## src/acs_pkg.sv

```systemverilog
package acs_pkg;

  // pins arriving from the host side of the board
  typedef struct packed {
    logic sclk;
    logic din;
    logic cs_n;
    logic sync;
    logic rst;
  } acs_pins_s;

  // register addresses
  localparam logic [3:0] ADDR_CONFIG0  = 4'h1;
  localparam logic [3:0] ADDR_FSC_LOW  = 4'h8;
  localparam logic [3:0] ADDR_FSC_MID  = 4'h9;
  localparam logic [3:0] ADDR_FSC_HIGH = 4'ha;

  // reset values
  localparam logic [7:0] RST_CONFIG0  = 8'h52;
  localparam logic [7:0] RST_FSC_LOW  = 8'h00;
  localparam logic [7:0] RST_FSC_MID  = 8'h00;
  localparam logic [7:0] RST_FSC_HIGH = 8'h40;

  // field positions
  localparam int SYNC_MODE_BIT = 7;
  localparam int RES_MSB       = 45;
  localparam int RES_LSB       = 22;

  // command opcodes
  localparam logic [7:0] CMD_START_CONT = 8'h10;
  localparam logic [7:0] CMD_STOP_CONT  = 8'h11;
  localparam logic [7:0] CMD_READ_RES   = 8'h12;
  localparam logic [3:0] OP_REG_READ    = 4'h2;
  localparam logic [3:0] OP_REG_WRITE   = 4'h4;

  // timing
  localparam int         CLK_MHZ         = 125;
  localparam int         CONV_PERIOD_US  = 1000;
  localparam int         CONV_CYCLES     = CONV_PERIOD_US * CLK_MHZ;
  localparam int         CONV_CNT_W      = 17;
  localparam logic [5:0] DISCARD_READS   = 6'h3f;
  localparam logic [6:0] IDLE_SCLK_PERS  = 7'h40;
  localparam logic [1:0] RESULT_BYTES_M1 = 2'h2;

  typedef enum logic [2:0] {
    IF_IDLE   = 3'b000,
    IF_RCOUNT = 3'b001,
    IF_RDATA  = 3'b010,
    IF_WCOUNT = 3'b011,
    IF_WDATA  = 3'b100,
    IF_RESULT = 3'b101
  } acs_if_e;

  typedef struct packed {
    acs_if_e               st;
    logic [2:0]            bit_cnt;
    logic [7:0]            rx;
    logic [23:0]           tx;
    logic                  fresh;
    logic [3:0]            addr;
    logic [7:0]            left;
    logic                  cont;
    logic                  dout;
    logic                  dout_oe;
    logic                  ready_n;
    logic [7:0]            cfg0;
    logic [7:0]            fsc_low;
    logic [7:0]            fsc_mid;
    logic [7:0]            fsc_high;
    logic [CONV_CNT_W-1:0] conv_cnt;
    logic [5:0]            discard;
    logic [6:0]            idle_per;
    logic [23:0]           result;
  } acs_state_s;

endpackage

```

## src/acs_pin_sync.sv

```systemverilog
`timescale 1ns/1ps
`default_nettype none

module acs_pin_sync (
  // clock and reset
  input  wire logic              i_clk,
  input  wire logic              i_reset,
  // raw pins
  input  wire acs_pkg::acs_pins_s i_pins,
  // synchronised level and its previous sample
  output var  acs_pkg::acs_pins_s o_pins,
  output var  acs_pkg::acs_pins_s o_pins_prev
);
  import acs_pkg::*;

  typedef struct packed {
    acs_pins_s s1;
    acs_pins_s s2;
    acs_pins_s s3;
  } acs_sync_s;

  // chip select and sync pin idle high; reset pin idles low
  localparam acs_pins_s PIN_IDLE = '{sclk: 1'b0, din: 1'b0, cs_n: 1'b1, sync: 1'b1, rst: 1'b0};

  acs_sync_s q;
  acs_sync_s d;

  // s1 feeds s2 only; edges are taken from s2 against s3
  always_comb begin
    d    = q;
    d.s1 = i_pins;
    d.s2 = q.s1;
    d.s3 = q.s2;
  end

  always_ff @(posedge i_clk or posedge i_reset) begin
    if (i_reset) begin
      q <= '{s1: PIN_IDLE, s2: PIN_IDLE, s3: PIN_IDLE};
    end else begin
      q <= d;
    end
  end

  assign o_pins      = q.s2;
  assign o_pins_prev = q.s3;

endmodule
`default_nettype wire

```

## src/acs_serial_host.sv

```systemverilog
`timescale 1ns/1ps
`default_nettype none

// Behaviour
// - mid calibration byte at 09h, resets 00h
// - high calibration byte at 0Ah, resets 40h
// - chip select high returns interface to idle
// - reset pin pulse also recovers interface
// - 64 idle-clock ready periods reset interface in continuous readout
// - start command enters continuous readout
// - sync held high: conversions run freely
// - pulse-sync rising edge restarts conversion timing
// - continuous mode: result clocked after ready falls
// - otherwise result only via read-result command
// - single or block register access, any mode
// - register write restarts conversion, 63 readings lost
// - sync-mode bit: 0 pulse, 1 continuous
// - registers reached only by read/write commands
// - three calibration bytes form 24-bit gain
module acs_serial_host #(
  parameter int unsigned P_CONV_CYCLES = acs_pkg::CONV_CYCLES
) (
  // clock and reset
  input  wire logic              i_clk,
  input  wire logic              i_reset,
  // host pins
  input  wire acs_pkg::acs_pins_s i_pins,
  // modulator result, same clock
  input  wire logic [23:0]       i_raw_sample,
  // outputs to host
  output var  logic              o_dout,
  output var  logic              o_dout_oe,
  output var  logic              o_conversion_ready_n,
  output var  logic              o_continuous_read
);
  import acs_pkg::*;

  localparam logic [CONV_CNT_W-1:0] CONV_LAST = CONV_CNT_W'(P_CONV_CYCLES - 1);
  localparam logic [CONV_CNT_W-1:0] CONV_PRE  = CONV_CNT_W'(P_CONV_CYCLES - 2);

  localparam acs_state_s ST_RST = '{
    st:       IF_IDLE,
    bit_cnt:  3'h0,
    rx:       8'h00,
    tx:       24'h000000,
    fresh:    1'b0,
    addr:     4'h0,
    left:     8'h00,
    cont:     1'b0,
    dout:     1'b0,
    dout_oe:  1'b0,
    ready_n:  1'b1,
    cfg0:     RST_CONFIG0,
    fsc_low:  RST_FSC_LOW,
    fsc_mid:  RST_FSC_MID,
    fsc_high: RST_FSC_HIGH,
    conv_cnt: '0,
    discard:  6'h00,
    idle_per: 7'h00,
    result:   24'h000000
  };

  acs_pins_s  p;
  acs_pins_s  pp;
  acs_state_s q;
  acs_state_s d;

  logic              sclk_rise;
  logic              sclk_fall;
  logic              sync_rise;
  logic              cont_sync;
  logic              publish;
  logic              byte_done;
  logic [7:0]        rx_byte;
  logic [3:0]        addr_next;
  logic signed [48:0] prod;

  acs_pin_sync u_pin_sync (
    .i_clk       (i_clk),
    .i_reset     (i_reset),
    .i_pins      (i_pins),
    .o_pins      (p),
    .o_pins_prev (pp)
  );

  function automatic logic [7:0] reg_rd(input acs_state_s s, input logic [3:0] a);
    logic [7:0] v;
    v = 8'h00;
    case (a)
      ADDR_CONFIG0:  v = s.cfg0;
      ADDR_FSC_LOW:  v = s.fsc_low;
      ADDR_FSC_MID:  v = s.fsc_mid;
      ADDR_FSC_HIGH: v = s.fsc_high;
      default:       v = 8'h00;
    endcase
    return v;
  endfunction

  assign sclk_rise = p.sclk & ~pp.sclk;
  assign sclk_fall = ~p.sclk & pp.sclk;
  assign sync_rise = p.sync & ~pp.sync;
  assign cont_sync = q.cfg0[SYNC_MODE_BIT];
  assign rx_byte   = {q.rx[6:0], p.din};
  assign byte_done = sclk_rise && (q.bit_cnt == 3'h7);
  assign addr_next = q.addr + 4'h1;
  // unity gain at 400000h
  assign prod = $signed(i_raw_sample) * $signed({1'b0, q.fsc_high, q.fsc_mid, q.fsc_low});

  always_comb begin
    d       = q;
    publish = 1'b0;

    // conversion timing; in pulse mode a low sync holds the modulator
    if (p.sync || cont_sync) begin
      if (q.conv_cnt == CONV_LAST) begin
        d.conv_cnt = '0;
        if (q.discard != 6'h00) begin
          d.discard = q.discard - 6'h01;
        end else begin
          d.result  = prod[RES_MSB:RES_LSB];
          d.ready_n = 1'b0;
          publish  = 1'b1;
        end
      end else begin
        d.conv_cnt = q.conv_cnt + 1'b1;
      end
    end
    if (q.conv_cnt == CONV_PRE) begin
      d.ready_n = 1'b1;
    end
    // continuous sync only realigns when the edge is off the frame
    if (sync_rise && (!cont_sync || q.conv_cnt != '0)) begin
      d.conv_cnt = '0;
    end

    // idle-clock watchdog counts published readings without clocks
    if (sclk_rise || !q.cont) begin
      d.idle_per = 7'h00;
    end else if (publish) begin
      d.idle_per = q.idle_per + 7'h01;
    end

    if (p.cs_n || q.idle_per == IDLE_SCLK_PERS) begin
      d.st       = IF_IDLE;
      d.bit_cnt  = 3'h0;
      d.fresh    = 1'b0;
      d.left     = 8'h00;
      d.idle_per = 7'h00;
      d.dout_oe  = ~p.cs_n;
      // deselected means between frames, so a host selecting after ready falls still finds the reading
      if (publish && q.cont) begin
        d.tx = prod[RES_MSB:RES_LSB];
      end
    end else begin
      d.dout_oe = 1'b1;
      // load a new reading only between frames so a read is never torn
      if (publish && q.cont && q.st == IF_IDLE && q.bit_cnt == 3'h0) begin
        d.tx    = prod[RES_MSB:RES_LSB];
        d.st    = IF_RESULT;
        d.left  = {6'h00, RESULT_BYTES_M1};
        d.fresh = 1'b0;
      end
      if (sclk_fall) begin
        d.fresh = 1'b0;
        if (!q.fresh) begin
          d.tx = {q.tx[22:0], 1'b0};
        end
      end
      if (sclk_rise) begin
        d.rx      = rx_byte;
        d.bit_cnt = q.bit_cnt + 3'h1;
        // a reading published in the same cycle keeps ready low
        if (q.st == IF_RESULT && !publish) begin
          d.ready_n = 1'b1;
        end
      end
      if (byte_done) begin
        unique case (q.st)
          IF_IDLE: begin
            if (rx_byte == CMD_START_CONT) begin
              d.cont = 1'b1;
            end else if (rx_byte == CMD_STOP_CONT) begin
              d.cont = 1'b0;
            end else if (rx_byte == CMD_READ_RES && !q.cont) begin
              d.tx     = q.result;
              d.fresh  = 1'b1;
              d.st     = IF_RESULT;
              d.left    = {6'h00, RESULT_BYTES_M1};
              d.ready_n = !publish;
            end else if (rx_byte[7:4] == OP_REG_READ) begin
              d.addr = rx_byte[3:0];
              d.st   = IF_RCOUNT;
            end else if (rx_byte[7:4] == OP_REG_WRITE) begin
              d.addr = rx_byte[3:0];
              d.st   = IF_WCOUNT;
            end
          end
          IF_RCOUNT: begin
            d.left  = rx_byte;
            d.tx    = {reg_rd(q, q.addr), 16'h0000};
            d.fresh = 1'b1;
            d.st    = IF_RDATA;
          end
          IF_RDATA: begin
            if (q.left == 8'h00) begin
              d.st = IF_IDLE;
            end else begin
              d.left  = q.left - 8'h01;
              d.addr  = addr_next;
              d.tx    = {reg_rd(q, addr_next), 16'h0000};
              d.fresh = 1'b1;
            end
          end
          IF_WCOUNT: begin
            d.left = rx_byte;
            d.st   = IF_WDATA;
          end
          IF_WDATA: begin
            case (q.addr)
              ADDR_CONFIG0:  d.cfg0     = rx_byte;
              ADDR_FSC_LOW:  d.fsc_low  = rx_byte;
              ADDR_FSC_MID:  d.fsc_mid  = rx_byte;
              ADDR_FSC_HIGH: d.fsc_high = rx_byte;
              default:       d.fsc_low  = q.fsc_low;
            endcase
            // filter restarts; stale readings are swallowed
            d.conv_cnt = '0;
            d.discard  = DISCARD_READS;
            d.ready_n  = 1'b1;
            if (q.left == 8'h00) begin
              d.st = IF_IDLE;
            end else begin
              d.left = q.left - 8'h01;
              d.addr = addr_next;
            end
          end
          IF_RESULT: begin
            if (q.cont && rx_byte == CMD_STOP_CONT) begin
              d.cont = 1'b0;
            end
            if (q.left == 8'h00) begin
              d.st = IF_IDLE;
            end else begin
              d.left = q.left - 8'h01;
            end
          end
        endcase
      end
    end

    d.dout = d.tx[23];

    // reset pin returns the whole device, interface included, to reset
    if (p.rst) begin
      d = ST_RST;
    end
  end

  always_ff @(posedge i_clk or posedge i_reset) begin
    if (i_reset) begin
      q <= ST_RST;
    end else begin
      q <= d;
    end
  end

  assign o_dout               = q.dout;
  assign o_dout_oe            = q.dout_oe;
  assign o_conversion_ready_n = q.ready_n;
  assign o_continuous_read    = q.cont;

endmodule
`default_nettype wire

```

## config.mk

```make
export PLATFORM = sky130hd
export DESIGN_NAME = acs_serial_host
export DESIGN_NICKNAME = d
export VERILOG_FILES = /design/src/acs_pkg.sv /design/src/acs_pin_sync.sv /design/src/acs_serial_host.sv
export SDC_FILE = /design/constraint.sdc
export NUM_CORES = 2
export LEC_CHECK = 0
export BUFFER_PORTS_ARGS = -buffer_cell sky130_fd_sc_hd__clkbuf_2
export CAP_MARGIN = 5
export CORE_MARGIN = 5
export CORE_UTILIZATION = 60
export CTS_BUF_LIST = sky130_fd_sc_hd__clkbuf_2 sky130_fd_sc_hd__clkbuf_4 sky130_fd_sc_hd__clkbuf_8
export DETAILED_ROUTE_END_ITERATION = 7
export PLACE_DENSITY_LB_ADDON = 0.25
export SLEW_MARGIN = 20
export SYNTH_ARGS = -nofsm -noshare
export SYNTH_HDL_FRONTEND = slang
export SYNTH_HIERARCHICAL = 1
export SYNTH_SLANG_ARGS = --single-unit
```

## constraint.sdc

```tcl
create_clock -name i_clk -period 20.2 [get_ports i_clk]
set_clock_uncertainty 0.2 [all_clocks]
set_input_delay 5.05 -clock i_clk [delete_from_list [all_inputs] [get_ports i_clk]]
set_output_delay 5.05 -clock i_clk [all_outputs]
set_load 0.02 [all_outputs]
```

==> results.env <==
OUTCOME='finished, final reports clean'
GRTUSAGETOTAL=0.3046
POWER.LEAKAGE_nW=13.80
FILLCELLCOUNT=4000
ANTENNA-DIODE-COUNT=0
CTS.REPAIR.RESIZED=0
CTS-HOLD-FIX-BUFFERS=0
FMAX_GHz=0.08060
REGAREA_UM2=3792
CRITICAL_PATH_ARRIVAL_NS=12.56
FINAL_HOLD_VIOL_COUNT=0
WORST_SETUP_HOLD_PATH_CLK_SLEW_NS=0.08
HIGHEST-SIGNAL-LAYER='met4'
LAYOUT_MIN_CYCLE_TIME_NS=12.41
DETAIL_ROUTE.DRC_VIOLATIONS=0
CP_NUM_BUF_INV=7
GRT_PASS1_VIAS=23390
CELLPOWERDENSITY_nW_PER_UM2=27.80
DIE_AR_UM2=50360
DETAIL_ROUTE.FIRST_PASS.ITERATIONS=6
GRT_START_MAX_NET_PINS=79
SETUP-VIOLATIONS-FINAL=0
DESIGN.CORE.AREA_UM2=45380
DETAILROUTE.VIA_COUNT=22050
FINAL_CELL_COUNT_NO_FILL=3743
NUMPLACEDINSTANCES=3712
WORST_PATH_LARGEST_CELL_DELAY_NS=0.55
TIGHTESTPINTRANSITION_NS=1.003
FINALWIRELENGTH_UM=75130
CLK-INSERTION-DELAY-LATE_NS=0.48
H-TREE-DEPTH=4
TOTAL_MET2_WIRELENGTH_AFTER_DETAILED_ROUTING_UM=35000
FINAL.PERIOD_UTILIZATION=0.6142
TIMING.MAX_SLEW.REL_SLACK=0.3313
AVGSYNTHCELLAREA_UM2=8.494
PLACED_AREA_UM2=27990
GRT_PASS1_WL_UM=123400
DRIVE_ABOVE_1_SHARE=0.04136
CLOCK_SINK_COUNT=151
CTS_BUFFERS=17
CTS_POST_SETUP_BUFFERS_INSERTED=0
DIE_W_UM=224.4
TIMING.CRITICAL_PATH.REQUIRED_NS=20.36
DRT-INITIAL-DRC-COUNT=2085
AREA_DELTA_SYNTH_FINAL_PCT=3.107
WORST_MIN_DELAY_PATH_CATEGORY='reg2reg'
IO_PINS=35
DRTANTENNAVIOLNETS=0
POST-ROUTE-WORST-SETUP-SLACK_NS=7.793
PLACE_CONGESTION=0.9133
WIRE_LENGTH_ON_MET1_UM=30470
ROWS=78
INITIAL_CORE_UTIL=0.6078
SYN-CELL-AREA_UM2=27580
MAX_CAP_VIOLATIONS=0
GRT_SETUP_UNREPAIRED='no'
FINAL_NETS=3837
CP_COMMON_CELL='sky130_fd_sc_hd__fa_1'
DETAILED_PLACE_HPWL_UM=56680
FINAL_CORE_UTILIZATION=0.6267
SYNTH_NET_COUNT=3953
SETUP_TOTAL_NEGATIVE_SLACK_NS=0
STARTPOINT_TYPE='input pin'
YOSYSWARNINGS=6
IR_WORST_VDD_mV=0.04819
CRITICAL_PATH.MAX_FANOUT=23
GRT_ANTENNA_BEFORE_REPAIR=0
SYNTHESIS.INSTANCES=3247
TIMING.CRITICAL_PATH.SLOWEST_STAGE_CELL='sky130_fd_sc_hd__fa_1'
TRITONCTS_CLOCK_TREE='done'
VIA_PER_INST=5.892
CPLARGESTDELAYFAMILY='adder cells'
FINISH.INSTANCE_AREA_UM2=28440
WL_MET3_UM=6457
CTS.ROOT.BUFFER_CELL='sky130_fd_sc_hd__clkbuf_8'
DIE_H_UM=224.4
MULTI_INPUT_AREA_UM2=20900
FINAL-MAX-SLEW-VIOLATION-COUNT=0
PLACE_WS_NS=7.398
GLOBALROUTEOVERFLOWTOTAL=0
ROUTE.DETAILED.WL_PER_INST_UM=20.07
WORSTSETUPENDPOINTTYPE='register'
CLOCK_PATH_BUFFERS=2
IO_BUFFER_COUNT=34
CRITICALPATHCATEGORY='in2reg'
stage by stage:
stage	power (mW)	hold WS, ns
floorplan	0.4614	0.1312
global placement	0.5244	0.1383
detailed placement	0.5280	0.1354
CTS	0.7902	0.1597
global route	0.8276	0.1687
finish	0.7905	0.1579
final timing paths:
kind / from / endpoint / slack, ns / depth (start not counted)
setup / recovery: i_raw_sample[0] / q[123] / 7.79 / 26
hold / removal: u_pin_sync/d[6] / u_pin_sync/o_pins[1] / 0.16 / 0
setup reg to reg: q[54] / q[123] / 11.87 / 26
hold reg to reg: u_pin_sync/d[6] / u_pin_sync/o_pins[1] / 0.16 / 0
max in group asynchronous: i_reset / q[70] / 13.97 / 3
min in group asynchronous: i_reset / u_pin_sync/o_pins[3] / 4.44 / 2
flip-flops by register name, summed over array words and instances, names as in the netlist:
name	cells
q	135
u_pin_sync/d	5
u_pin_sync/o_pins	5
u_pin_sync/o_pins_prev	2
cont_sync	1
o_continuous_read	1
o_conversion_ready_n	1
o_dout_oe	1
routing by layer:
metal / vias to the layer above / track usage
li1: 9809 / -
met5: - / 0
met4: 0 / 0.1208
met2: 1015 / 0.4893
met3: 204 / 0.05899
met1: 11030 / 0.4127
power breakdown:
part / total (mW) / switching, mW / internal, mW
logic: 0.215 / 0.144 / 0.0704
clock network: 0.262 / 0.118 / 0.144
registers: 0.314 / 0.00634 / 0.307
total: 0.791 / 0.269 / 0.522
cells in the final DEF, fill, tap and decap left out, types with 25 or more instances in the layout:
cell type                  count
sky130_fd_sc_hd__a21oi_1     176
sky130_fd_sc_hd__and2_1      271
sky130_fd_sc_hd__buf_4        35
sky130_fd_sc_hd__clkbuf_2     34
sky130_fd_sc_hd__dfrtp_1     140
sky130_fd_sc_hd__fa_1        481
sky130_fd_sc_hd__ha_1        194
sky130_fd_sc_hd__inv_1       561
sky130_fd_sc_hd__nand2_1     554
sky130_fd_sc_hd__nand2b_1     26
sky130_fd_sc_hd__nand3_1      30
sky130_fd_sc_hd__nor2_1      137
sky130_fd_sc_hd__nor3_1       34
sky130_fd_sc_hd__o21ai_0      57
sky130_fd_sc_hd__xnor2_1      39
sky130_fd_sc_hd__xor2_1       25
layout make-up:
| cell class | count | share of cell area |
|---|---|---|
| clock buffers | 21 | 0.009723 |
| clock inverters | 10 | 0.005984 |
| inverters | 562 | 0.07435 |
| multi-input cells | 2330 | 0.7350 |
| flip-flops and latches | 151 | 0.1334 |
| well taps | 600 | 0.02640 |
| repair buffers | 69 | 0.01522 |
(Power assumes the default switching activity.)
